File: config.mk
export PLATFORM = sky130hd
export DESIGN_NAME = pchr_regs
export DESIGN_NICKNAME = d
export VERILOG_FILES = /design/src/verilog/pchr_pkg.sv /design/src/verilog/pchr_slot_power_capture.sv /design/src/verilog/pchr_regs.sv
export SDC_FILE = /design/constraint.sdc
export NUM_CORES = 1
export LEC_CHECK = 0
export BUFFER_PORTS_ARGS = -buffer_cell sky130_fd_sc_hd__buf_4
export CAP_MARGIN = 10
export CORE_ASPECT_RATIO = 0.5
export CORE_MARGIN = 4
export CORE_UTILIZATION = 25
export CTS_CLUSTER_DIAMETER = 120
export DETAILED_ROUTE_END_ITERATION = 6
export GPL_TIMING_DRIVEN = 0
export PLACE_DENSITY = 0.5
export SLEW_MARGIN = 0
export SYNTH_ARGS = -nofsm -noshare
export SYNTH_HDL_FRONTEND = slang
export SYNTH_SLANG_ARGS = --single-unit
File: constraint.sdc
create_clock -name pclk -period 2.34 [get_ports pclk]
set_input_delay 0.234 -clock pclk [delete_from_list [all_inputs] [get_ports pclk]]
set_output_delay 0.234 -clock pclk [all_outputs]
set_load 0.01 [all_outputs]
File: src/verilog/pchr_pkg.sv
// Package: offsets, field layouts, reset values and states of the capability header registers
package pchr_pkg;

  // ****************************************************************
  // Bus geometry
  // ****************************************************************
  localparam int unsigned PCHR_ADDR_W = 12;
  localparam int unsigned PCHR_DATA_W = 32;
  localparam int unsigned PCHR_STRB_W = 4;
  localparam int unsigned PCHR_WORD_LSB = 2;

  // ****************************************************************
  // Register offsets
  // ****************************************************************
  localparam logic [11:0] PCHR_OFF_HEADER = 12'h040;
  localparam logic [11:0] PCHR_OFF_DEVCAP = 12'h044;
  localparam logic [11:0] PCHR_OFF_CONTROL = 12'h050;
  localparam logic [11:0] PCHR_OFF_STATUS = 12'h054;

  // ****************************************************************
  // Header fields and values
  // ****************************************************************
  localparam logic [7:0] PCHR_CAP_KIND_CODE = 8'h10;
  localparam logic [7:0] PCHR_NEXT_PTR_RST = 8'hc0;
  localparam logic [3:0] PCHR_VERSION_RST = 4'h1;
  localparam logic [3:0] PCHR_TYPE_UPSTREAM = 4'h5;
  localparam logic [3:0] PCHR_TYPE_DOWNSTREAM = 4'h6;
  localparam logic PCHR_SLOT_RST = 1'b0;
  localparam logic [4:0] PCHR_MSI_INDEX = 5'h00;
  localparam logic PCHR_TC_ROUTING_RST = 1'b1;
  localparam logic [31:0] PCHR_HDR_LOAD_MASK = 32'h410f_ff00;

  // ****************************************************************
  // Device capabilities fields and values
  // ****************************************************************
  localparam logic [2:0] PCHR_MPS_RST = 3'h1;
  localparam logic [1:0] PCHR_PHANTOM = 2'h0;
  localparam logic PCHR_EXTENDED_TAG_SUPPORT_RST = 1'b1;
  localparam logic [2:0] PCHR_L0S_LAT = 3'h0;
  localparam logic [2:0] PCHR_L1_LAT = 3'h0;
  localparam logic [2:0] PCHR_INDICATORS = 3'h0;
  localparam logic PCHR_ROLE_ERR = 1'b1;
  localparam logic [31:0] PCHR_DCAP_LOAD_MASK = 32'h0000_0027;

  // ****************************************************************
  // Own control and status bits
  // ****************************************************************
  localparam int unsigned PCHR_CTRL_LOAD_EN_BIT = 0;
  localparam int unsigned PCHR_STS_STRAP_DONE_BIT = 0;
  localparam int unsigned PCHR_STS_UPSTREAM_BIT = 1;
  localparam int unsigned PCHR_STS_CAPTURED_BIT = 2;

  // ****************************************************************
  // Strap capture states, Gray along the path
  // ****************************************************************
  typedef enum logic [1:0] {
    PCHR_ST_SYNC0 = 2'b00,
    PCHR_ST_SYNC1 = 2'b01,
    PCHR_ST_SYNC2 = 2'b11,
    PCHR_ST_DONE = 2'b10
  } pchr_strap_state_t;

endpackage : pchr_pkg

File: src/verilog/pchr_slot_power_capture.sv
// Capture of slot power value and scale from a received power limit message
module pchr_slot_power_capture
  import pchr_pkg::*;
(
  input wire logic pclk,
  input wire logic presetn,
  input wire logic capture_enable,
  input wire logic msg_valid,
  input wire logic [7:0] msg_value,
  input wire logic [1:0] msg_scale,
  output logic [7:0] value_reg,
  output logic [1:0] scale_reg,
  output logic captured_reg
);

  logic [7:0] value_next;
  logic [1:0] scale_next;
  logic captured_next;

  // ****************************************************************
  // Capture
  // ****************************************************************
  always_comb begin
    value_next = value_reg;
    scale_next = scale_reg;
    captured_next = 1'b0;
    // Downstream ports never leave zero
    if (capture_enable && msg_valid) begin
      value_next = msg_value;
      scale_next = msg_scale;
      captured_next = 1'b1;
    end
  end

  always_ff @(posedge pclk or negedge presetn) begin
    if (!presetn) begin
      value_reg <= 8'h00;
      scale_reg <= 2'h0;
      captured_reg <= 1'b0;
    end else begin
      value_reg <= value_next;
      scale_reg <= scale_next;
      captured_reg <= captured_next;
    end
  end

endmodule : pchr_slot_power_capture

File: src/verilog/pchr_regs.sv
// Capability header and device capabilities registers of one switch port, APB slave
//
// Overview of operation
// - The low byte of the header always reads the fixed capability kind code 0x10.
// - Header bits 15:8 hold the next structure pointer, reset 0xc0, loadable only.
// - Header bits 19:16 hold the structure version, reset 1, loadable only.
// - Header bits 23:20 read 5 on the upstream port and 6 on a downstream port.
// - Header bits 29:25, the interrupt vector index, always read zero.
// - Header bit 30 advertises class based routing, reset 1, loadable.
// - Capability bits 2:0 give maximum payload supported, reset code 1, loadable.
// - Capability bits 4:3 for phantom functions are hardwired to zero.
// - Capability bit 5 reports extended tag support, reset 1, loadable.
// - Capability bits 8:6, the L0s latency, read a hardwired zero.
// - Capability bits 11:9, the L1 latency, read a hardwired zero.
// - Capability bits 12, 13 and 14 are read-only zero.
// - Capability bit 15 reads one for role based error reporting.
// - Bits 25:18 capture the message power value on the upstream port only.
// - Bits 27:26 capture the message power scale on the upstream port only.
module pchr_regs
  import pchr_pkg::*;
(
  input wire logic pclk,
  input wire logic presetn,
  input wire logic psel,
  input wire logic penable,
  input wire logic pwrite,
  input wire logic [11:0] paddr,
  input wire logic [31:0] pwdata,
  input wire logic [3:0] pstrb,
  output logic [31:0] prdata,
  output logic pready,
  output logic pslverr,
  input wire logic port_upstream_strap,
  input wire logic power_msg_valid,
  input wire logic [7:0] power_msg_value,
  input wire logic [1:0] power_msg_scale,
  output logic port_is_upstream,
  output logic [2:0] max_payload_supported,
  output logic extended_tag_support,
  output logic traffic_class_routing_flag,
  output logic [7:0] slot_power_value,
  output logic [1:0] slot_power_scale
);

  // ****************************************************************
  // Declarations
  // ****************************************************************
  logic strap_q1_reg;
  logic strap_q2_reg;
  pchr_strap_state_t state_reg;
  pchr_strap_state_t state_next;
  logic upstream_reg;
  logic upstream_next;
  logic [31:0] prdata_reg;
  logic [31:0] prdata_next;
  logic pready_reg;
  logic pready_next;
  logic pslverr_reg;
  logic pslverr_next;
  logic [7:0] next_structure_pointer_reg;
  logic [7:0] next_structure_pointer_next;
  logic [3:0] structure_version_reg;
  logic [3:0] structure_version_next;
  logic slot_flag_reg;
  logic slot_flag_next;
  logic traffic_class_routing_flag_reg;
  logic traffic_class_routing_flag_next;
  logic [2:0] max_payload_supported_reg;
  logic [2:0] max_payload_supported_next;
  logic extended_tag_support_reg;
  logic extended_tag_support_next;
  logic load_enable_reg;
  logic load_enable_next;
  logic captured_seen_reg;
  logic captured_seen_next;
  logic [7:0] cap_value;
  logic [1:0] cap_scale;
  logic cap_pulse;
  logic access_phase;
  logic first_access;
  logic complete;
  logic hit_header;
  logic hit_devcap;
  logic hit_control;
  logic hit_status;
  logic hit_any;
  logic apb_write;
  logic [31:0] byte_mask;
  logic [31:0] header_image;
  logic [31:0] devcap_image;
  logic [31:0] control_image;
  logic [31:0] status_image;
  logic [31:0] header_written;
  logic [31:0] devcap_written;
  logic [31:0] read_data;
  logic [3:0] port_type_code;
  // ****************************************************************
  // Helpers
  // ****************************************************************
  function automatic logic reg_hit(input logic [11:0] addr, input logic [11:0] offset);
    reg_hit = (addr[11:PCHR_WORD_LSB] == offset[11:PCHR_WORD_LSB]);
  endfunction : reg_hit
  function automatic logic [31:0] merge_write(input logic [31:0] old_value,
                                              input logic [31:0] wdata,
                                              input logic [31:0] mask);
    merge_write = (old_value & ~mask) | (wdata & mask);
  endfunction : merge_write
  // ****************************************************************
  // Port strap, caught after reset release
  // ****************************************************************
  // Strap is a pin; two flops before the capture state machine
  always_ff @(posedge pclk or negedge presetn) begin
    if (!presetn) begin
      strap_q1_reg <= 1'b0;
      strap_q2_reg <= 1'b0;
    end else begin
      strap_q1_reg <= port_upstream_strap;
      strap_q2_reg <= strap_q1_reg;
    end
  end

  always_comb begin
    state_next = state_reg;
    upstream_next = upstream_reg;
    unique case (state_reg)
      PCHR_ST_SYNC0: begin
        state_next = PCHR_ST_SYNC1;
      end
      PCHR_ST_SYNC1: begin
        state_next = PCHR_ST_SYNC2;
      end
      PCHR_ST_SYNC2: begin
        upstream_next = strap_q2_reg;
        state_next = PCHR_ST_DONE;
      end
      PCHR_ST_DONE: begin
        state_next = PCHR_ST_DONE;
      end
    endcase
  end
  always_ff @(posedge pclk or negedge presetn) begin
    if (!presetn) begin
      state_reg <= PCHR_ST_SYNC0;
      upstream_reg <= 1'b0;
    end else begin
      state_reg <= state_next;
      upstream_reg <= upstream_next;
    end
  end
  // Port type fixed once the strap is in
  assign port_type_code = upstream_reg ? PCHR_TYPE_UPSTREAM : PCHR_TYPE_DOWNSTREAM;
  // ****************************************************************
  // Slot power capture
  // ****************************************************************
  pchr_slot_power_capture u_capture (
    .pclk(pclk),
    .presetn(presetn),
    .capture_enable(upstream_reg && (state_reg == PCHR_ST_DONE)),
    .msg_valid(power_msg_valid),
    .msg_value(power_msg_value),
    .msg_scale(power_msg_scale),
    .value_reg(cap_value),
    .scale_reg(cap_scale),
    .captured_reg(cap_pulse)
  );

  // ****************************************************************
  // Register images
  // ****************************************************************
  assign header_image = {
    1'b0,
    traffic_class_routing_flag_reg,
    PCHR_MSI_INDEX,
    slot_flag_reg,
    port_type_code,
    structure_version_reg,
    next_structure_pointer_reg,
    PCHR_CAP_KIND_CODE
  };

  assign devcap_image = {
    4'h0,
    cap_scale,
    cap_value,
    2'h0,
    PCHR_ROLE_ERR,
    PCHR_INDICATORS,
    PCHR_L1_LAT,
    PCHR_L0S_LAT,
    extended_tag_support_reg,
    PCHR_PHANTOM,
    max_payload_supported_reg
  };

  assign control_image = {31'h0000_0000, load_enable_reg};
  assign status_image = {29'h0000_0000, captured_seen_reg, upstream_reg,
                         (state_reg == PCHR_ST_DONE)};

  // ****************************************************************
  // APB decode
  // ****************************************************************
  assign access_phase = psel && penable;
  assign first_access = access_phase && !pready_reg;
  assign complete = access_phase && pready_reg;
  assign hit_header = reg_hit(paddr, PCHR_OFF_HEADER);
  assign hit_devcap = reg_hit(paddr, PCHR_OFF_DEVCAP);
  assign hit_control = reg_hit(paddr, PCHR_OFF_CONTROL);
  assign hit_status = reg_hit(paddr, PCHR_OFF_STATUS);
  assign hit_any = hit_header || hit_devcap || hit_control || hit_status;
  assign apb_write = complete && pwrite && hit_any;

  for (genvar b = 0; b < PCHR_STRB_W; b++) begin : g_byte_mask
    assign byte_mask[b*8 +: 8] = {8{pstrb[b]}};
  end

  // Only loadable bits pass; fixed and reserved bits never change
  assign header_written = merge_write(header_image, pwdata,
                                      byte_mask & PCHR_HDR_LOAD_MASK);
  assign devcap_written = merge_write(devcap_image, pwdata,
                                      byte_mask & PCHR_DCAP_LOAD_MASK);

  always_comb begin
    read_data = 32'h0000_0000;
    if (hit_header) begin
      read_data = header_image;
    end else if (hit_devcap) begin
      read_data = devcap_image;
    end else if (hit_control) begin
      read_data = control_image;
    end else if (hit_status) begin
      read_data = status_image;
    end
  end

  // ****************************************************************
  // APB answer, one wait state
  // ****************************************************************
  always_comb begin
    pready_next = first_access;
    pslverr_next = first_access && !hit_any;
    prdata_next = (first_access && !pwrite) ? read_data : 32'h0000_0000;
  end

  always_ff @(posedge pclk or negedge presetn) begin
    if (!presetn) begin
      pready_reg <= 1'b0;
      pslverr_reg <= 1'b0;
      prdata_reg <= 32'h0000_0000;
    end else begin
      pready_reg <= pready_next;
      pslverr_reg <= pslverr_next;
      prdata_reg <= prdata_next;
    end
  end

  // ****************************************************************
  // Loadable fields
  // ****************************************************************
  // Loading is gated by the control bit so ordinary writes cannot disturb the image
  always_comb begin
    next_structure_pointer_next = next_structure_pointer_reg;
    structure_version_next = structure_version_reg;
    slot_flag_next = slot_flag_reg;
    traffic_class_routing_flag_next = traffic_class_routing_flag_reg;
    max_payload_supported_next = max_payload_supported_reg;
    extended_tag_support_next = extended_tag_support_reg;
    load_enable_next = load_enable_reg;
    if (apb_write && hit_header && load_enable_reg) begin
      next_structure_pointer_next = header_written[15:8];
      structure_version_next = header_written[19:16];
      // Loader keeps this clear on the upstream port
      slot_flag_next = header_written[24];
      traffic_class_routing_flag_next = header_written[30];
    end
    if (apb_write && hit_devcap && load_enable_reg) begin
      max_payload_supported_next = devcap_written[2:0];
      extended_tag_support_next = devcap_written[5];
    end
    if (apb_write && hit_control && pstrb[0]) begin
      load_enable_next = pwdata[PCHR_CTRL_LOAD_EN_BIT];
    end
  end

  always_ff @(posedge pclk or negedge presetn) begin
    if (!presetn) begin
      next_structure_pointer_reg <= PCHR_NEXT_PTR_RST;
      structure_version_reg <= PCHR_VERSION_RST;
      slot_flag_reg <= PCHR_SLOT_RST;
      traffic_class_routing_flag_reg <= PCHR_TC_ROUTING_RST;
      max_payload_supported_reg <= PCHR_MPS_RST;
      extended_tag_support_reg <= PCHR_EXTENDED_TAG_SUPPORT_RST;
      load_enable_reg <= 1'b0;
    end else begin
      next_structure_pointer_reg <= next_structure_pointer_next;
      structure_version_reg <= structure_version_next;
      slot_flag_reg <= slot_flag_next;
      traffic_class_routing_flag_reg <= traffic_class_routing_flag_next;
      max_payload_supported_reg <= max_payload_supported_next;
      extended_tag_support_reg <= extended_tag_support_next;
      load_enable_reg <= load_enable_next;
    end
  end

  // ****************************************************************
  // Capture seen flag
  // ****************************************************************
  // Set beats clear so a message landing on the clear is not lost
  always_comb begin
    captured_seen_next = captured_seen_reg;
    if (apb_write && hit_status && pstrb[0] && pwdata[PCHR_STS_CAPTURED_BIT]) begin
      captured_seen_next = 1'b0;
    end
    if (cap_pulse) begin
      captured_seen_next = 1'b1;
    end
  end

  always_ff @(posedge pclk or negedge presetn) begin
    if (!presetn) begin
      captured_seen_reg <= 1'b0;
    end else begin
      captured_seen_reg <= captured_seen_next;
    end
  end

  // ****************************************************************
  // Outputs
  // ****************************************************************
  assign prdata = prdata_reg;
  assign pready = pready_reg;
  assign pslverr = pslverr_reg;
  assign port_is_upstream = upstream_reg;
  assign max_payload_supported = max_payload_supported_reg;
  assign extended_tag_support = extended_tag_support_reg;
  assign traffic_class_routing_flag = traffic_class_routing_flag_reg;
  assign slot_power_value = cap_value;
  assign slot_power_scale = cap_scale;

endmodule : pchr_regs

==> results of run 1 <==
[critical path, cell delays in order (launching register included)]
cell	delay, ps
dfrtp_1	400
nand4_1	410
nor4_4	720
mux2_2	410
[cells by family (layout without fill, tap and decap cells)]
group                  count (synthesis)  after routing  synth area share
multiplexers                          36             36             0.154
flip-flops                            64             64             0.625
buffers and inverters                 27            135            0.0491
other                                  1              6           0.00146
AND/OR/NAND/NOR                       58             58             0.157
AO/OA/AOI/OAI                          6              6            0.0136
[layer usage]
layer  up-vias  part of all wire  GRT usage
met5         -                 0          0
met3         9             0.044     0.0369
li1        877                 -          -
met1       899              0.41      0.134
met2        41              0.53      0.205
met4         0             0.015     0.0430
[final cells by class]
type / instances / area share
clock inverters: 3 / 0.0173
well taps: 135 / 0.0448
flip-flops and latches: 64 / 0.427
inverters: 13 / 0.0129
clock buffers: 13 / 0.0664
multi-input cells: 106 / 0.228
plain buffers: 14 / 0.0206
repair buffers: 92 / 0.183
[worst max-delay path by stage]
stage	startpoint	to	slack (ps)	depth (start not counted)
final	pready	flop	280	3
after global placement	paddr[5]	flop	60	5
after global routing	pready	flop	100	3
after floorplan	paddr[5]	flop	440	4
after CTS	pready	flop	230	3
after detailed placement	paddr[5]	flop	50	5
[power by group]
part	switching, mW	internal (mW)
registers	0.0251	1.14
logic	0.102	0.128
clock network	0.452	0.960
[synth_stat cells (2+ instances only)]
master	count	area [um2]
dfrtp_1	58	1450
mux2_2	30	338
inv_1	13	48.8
nor2_1	11	41.3
nor3_1	11	55.1
buf_4	6	45.0
dfstp_2	6	158
mux2i_1	6	60.1
and3_1	5	31.3
clkbuf_1	4	15.0
a21oi_1	3	15.0
nand4_1	3	18.8
nand4b_1	3	26.3
nor4_1	3	18.8
nor4_4	3	63.8
or4bb_1	3	33.8
buf_1	2	7.51
buf_2	2	10.0
nand2_1	2	7.51
nand3b_1	2	15.0
or4_1	2	15.0
==> results.yml, run 1 <==
worst_setup_path:
  cp.required_ps: 2540
  reg2reg_slack_ps: 280
  critPathKind: "reg -> reg"
  end_kind: "flop"
  cp_max_fo: 8
  r2r-start: "pready"
  worst-r2r-cell-count: 3
  arrival_ps: 2260
  start_kind: "flop"
yosys:
  ys.flop_type: "dfrtp_1"
  avgSynthCellArea_um2: 13.4
  synth.distinct_cells: 35
  syn-instance-count: 192
  ys_warn_count: 0
  async_reset_ff_frac: 1.00
  ys_seq_area_frac: 0.625
  yosys_register_bits: 64
  synth_area_um2: 2580
  synth-edff-count: 0
sta:
  timing.fmax_mhz: 484
  layout_setup_ws_ps: 276
  setup_tns_ps: 0
  finalCritPeriodShare: 0.882
  slew_headroom: 0.448
  final_hold_viol_count: 10
  clock_skew_ps: 4.84
  max_slew.worst_pin.slew_ps: 816
  rsz0062_at_grt: "no"
  min_period_ps: 2060
  slew_viol_final: 0
  setup_viol: 0
  whs_ps: -23.6
route:
  dr.pass1.iters: 4
  wirelength_um: 6700
  vias_per_cell: 4.15
  wl_per_cell_um: 15.2
  vias: 1826
  drt-initial-drc-count: 66
  drc: 0
  drtAntennaViolNets: 0
clock_network:
  clock_sinks: 64
  ctsRootBufferMaster: "clkbuf_16"
  post_cts_buffers: 0
  clock_latency_ps: 320
  clkTransAtPathRegs_ps: 50
  cts_resized: 0
  ctsHoldBuffers: 0
  cts_buffer_depth: 2
  cts_tree: "done"
  numCtsBuffers: 9
  h-tree-depth: 3
die:
  top_level_ports: 115
  die_area_um2: 12100
  die_w_um: 152
  num_rows: 25
  core_um2: 9730
  die_y_um: 79.8
  initial_core_util: 0.265
placed_design:
  dp_slack_ps: 45.8
  hpwl_um: 4920
  dp_cells: 424
  port_buffers: 92
  gp_congestion: 0.717
  placed_area_um2: 3450
global_route:
  antenna_found_initial: 0
  grt_pass1_wl_um: 10500
  grt-ovfl-total: 0
  grt_use_total: 0.116
  grt_max_degree: 65
  grt_pass1_vias: 2034
power:
  p_per_area_nw_per_um2: 745
  power_mw: 2.81
  leakagePower_nw: 1.86
  irDropWorstVdd_v: 0.000370
run_status:
  status: "finished, violations left"
  violations: "negative hold slack"
hold_path:
  hold_path_class: "in -> async"
job:
  maxCapViolCount: 0
cells_and_area:
  final_cell_count_no_fill: 440
  final_util: 0.388
  area.sequential_um2: 1610
  n_fill_cell: 955
  stdcell_area_um2: 3770
  layout_common_cells: "98 x buf_4, 58 x dfrtp_1, 30 x mux2_2"
  drive_above_1_share: 0.502
  num_antenna_cells: 0
  nNetsFinal: 365
  multi_input_area_um2: 860
  area_growth_pct: 46.3
  final_common_cell: "buf_4"
Note: power is estimated with default switching activity, not from simulation.
==> run 2: changes to the inputs <==
Settings changed: ABC_AREA set to 1, CTS_CLUSTER_DIAMETER 120 to not set, PLACE_DENSITY 0.5 to 0.49.
==> run 2 against run 1 <==
Compared with the run above: the run now ends clean; via count rose by 24%; largest cell class unchanged; register-to-register slack improved by 400 ps; worst setup slack improved by 400 ps; clock power rose by 9.9%; sequential power barely moved; sequential share of layout area fell by 2.0 points; count of clock-buffer cells in the layout fell by 2; clock skew rose by 0.98 ps; hold slack improved by 34 ps; maximum frequency rose by 24%; non-clock buffer count fell by 2.
==> results.yml, run 2 <==
clock_network:
  post_cts_buffers: 0
  cts_buffer_depth: 2
  clock_sinks: 64
  h-tree-depth: 3
  clock_latency_ps: 320
  clkTransAtPathRegs_ps: 50
  numCtsBuffers: 9
  cts_tree: "done"
  ctsRootBufferMaster: "clkbuf_16"
worst_setup_path:
  cp_max_fo: 10
  worst-r2r-cell-count: 6
  regToRegEndpoint: "u_capture.value_reg[5]"
  crit_slowest_cell: "dfrtp_1"
  arrival_ps: 1870
  cp.required_ps: 2540
  crit_top_cell: "inv_1"
  start_kind: "flop"
  r2r-start: "state_reg[1]"
  cp_slowest_stage_delay_ps: 370
  critPathKind: "reg -> reg"
  crit_path_cell_trace: "inv_1 -> nor2_1 -> nand3_1 -> inv_1 -> buf_4 -> o21ai_0"
  reg2reg_slack_ps: 680
  end_kind: "flop"
sta:
  rsz0062_at_grt: "no"
  final_hold_viol_count: 0
  setup_tns_ps: 0
  clock_skew_ps: 5.83
  slew_viol_final: 0
  finalCritPeriodShare: 0.711
  setup_viol: 0
  min_period_ps: 1660
  layout_setup_ws_ps: 677
  slew_headroom: 0.460
  max_slew.worst_pin.slew_ps: 810
  timing.fmax_mhz: 601
global_route:
  antenna_found_initial: 0
  grt_max_degree: 65
  grt_use_total: 0.119
  grt_pass1_wl_um: 11600
  grt_pass1_vias: 2291
  grt-ovfl-total: 0
die:
  die_area_um2: 12800
  top_level_ports: 115
  core_um2: 10400
  num_rows: 26
  die_y_um: 81.9
  die_w_um: 156
  initial_core_util: 0.262
power:
  power_frac_clock: 0.530
  swShare: 0.209
  irDropWorstVdd_v: 0.000275
  switchingPower_uw: 610
  seqPwrFrac: 0.396
  p_per_area_nw_per_um2: 738
  leakagePower_nw: 2.13
  intPower_mw: 2.31
  power_frac_comb: 0.074
cells_and_area:
  area_growth_pct: 44.9
  drive_above_1_share: 0.319
  final_cell_count_no_fill: 563
  area.sequential_um2: 1610
  layout_common_cells: "98 x buf_4, 89 x nand2_1, 58 x dfrtp_1"
  multi_input_area_um2: 861
  final_common_cell: "buf_4"
  nNetsFinal: 483
  final_util: 0.379
  n_fill_cell: 1102
  num_antenna_cells: 0
placed_design:
  dp_cells: 546
  hpwl_um: 5510
  gp_congestion: 0.788
  port_buffers: 90
  dp_slack_ps: 631
yosys:
  yosysMostFrequentCell: "nand2_1"
  netlist.area_leader.share: 0.531
  synth_common_cells: "89 x nand2_1, 58 x dfrtp_1, 47 x inv_1"
  avgSynthCellArea_um2: 8.79
  synth.area.top_cells: "dfrtp_1 53%, nand2_1 12%, inv_1 6.5%"
  synth-edff-count: 0
  yosys.area.top_type: "dfrtp_1"
  ys_warn_count: 0
  syn-instance-count: 311
  synth.distinct_cells: 25
  async_reset_ff_frac: 1.00
  yosys_register_bits: 64
  synth_area_um2: 2730
  ys_seq_area_frac: 0.589
  ys.flop_type: "dfrtp_1"
job:
  maxCapViolCount: 0
route:
  dr.pass1.iters: 4
  vias: 2261
  drc: 0
  drt-initial-drc-count: 109
  vias_per_cell: 4.02
  wl_per_cell_um: 12.8
  drtAntennaViolNets: 0
  wirelength_um: 7220
run_status:
  status: "complete, no violations"
hold_path:
  hold_path_class: "in -> async"
==> run 2: what timing repair did <==
item                                   in CTS  in global routing
resized for setup                           0                  0
hold buffers                                0                  1
setup endpoints to repair                   0                  0
endpoints found under the hold margin       0                  1
==> run 2: power by group through the flow <==
stage	sequential, mW	combinational (mW)	clock, mW
3_3_place_gp	1.18	0.219	0
3_5_place_dp	1.18	0.222	0
4_1_cts	1.16	0.222	1.58
6_report	1.16	0.217	1.55
5_1_grt	1.16	0.245	1.64
2_1_floorplan	1.18	0.0661	0
==> run 2: routing by layer <==
| metal | part of all wire | wire, um | GRT usage | vias to the layer above |
|---|---|---|---|---|
| met5 | 0 | 0 | 0 | - |
| met4 | 0.0087 | 63 | 0.0314 | 0 |
| met3 | 0.052 | 373 | 0.0379 | 7 |
| met2 | 0.48 | 3440 | 0.200 | 49 |
| met1 | 0.46 | 3340 | 0.149 | 1044 |
| li1 | - | - | - | 1161 |
==> run 2: logic make-up after synthesis <==
group,share of synthesized area
AOI/OAI and AO/OA,0.0215
buffers and inverters,0.103
and+or+nand+nor,0.285
DFF,0.589
other,0.00137
==> run 2: layout make-up <==
type / count / area share
plain buffers: 13 / 0.0243
clock inverters: 5 / 0.0262
clock buffers: 11 / 0.0613
well taps: 140 / 0.0442
multi-input cells: 190 / 0.217
repair buffers: 91 / 0.173
inverters: 49 / 0.0471
flip-flops and latches: 64 / 0.406
==> run 2: critical path: cells and delay by family (launching register included) <==
kind | cells | cell delay (ps)
flip-flops | 1 | 370
AND/OR/NAND/NOR | 2 | 520
buffers and inverters | 3 | 570
AO/OA/AOI/OAI | 1 | 80
==> run 2: worst max path at each step <==
stage	start	end	slack (ps)	cells after the start
after floorplan	paddr[2]	flop	1110	7
after global placement	state_reg[1]	u_capture.scale_reg[1]	680	6
after detailed placement	state_reg[1]	u_capture.scale_reg[0]	630	6
after CTS	state_reg[1]	u_capture.scale_reg[0]	630	6
after global routing	state_reg[1]	u_capture.scale_reg[0]	430	6
final	state_reg[1]	u_capture.value_reg[5]	680	6
==> run 2: through the flow <==
stage               instance area, um2  hold slack (ps)  total power, mW
floorplan                         2750            -61.6             1.25
global placement                  3600              336             1.40
detailed placement                3600              340             1.40
CTS                               3950             5.17             2.96
global route                      3960             80.1             3.05
finish                            3960             10.1             2.92
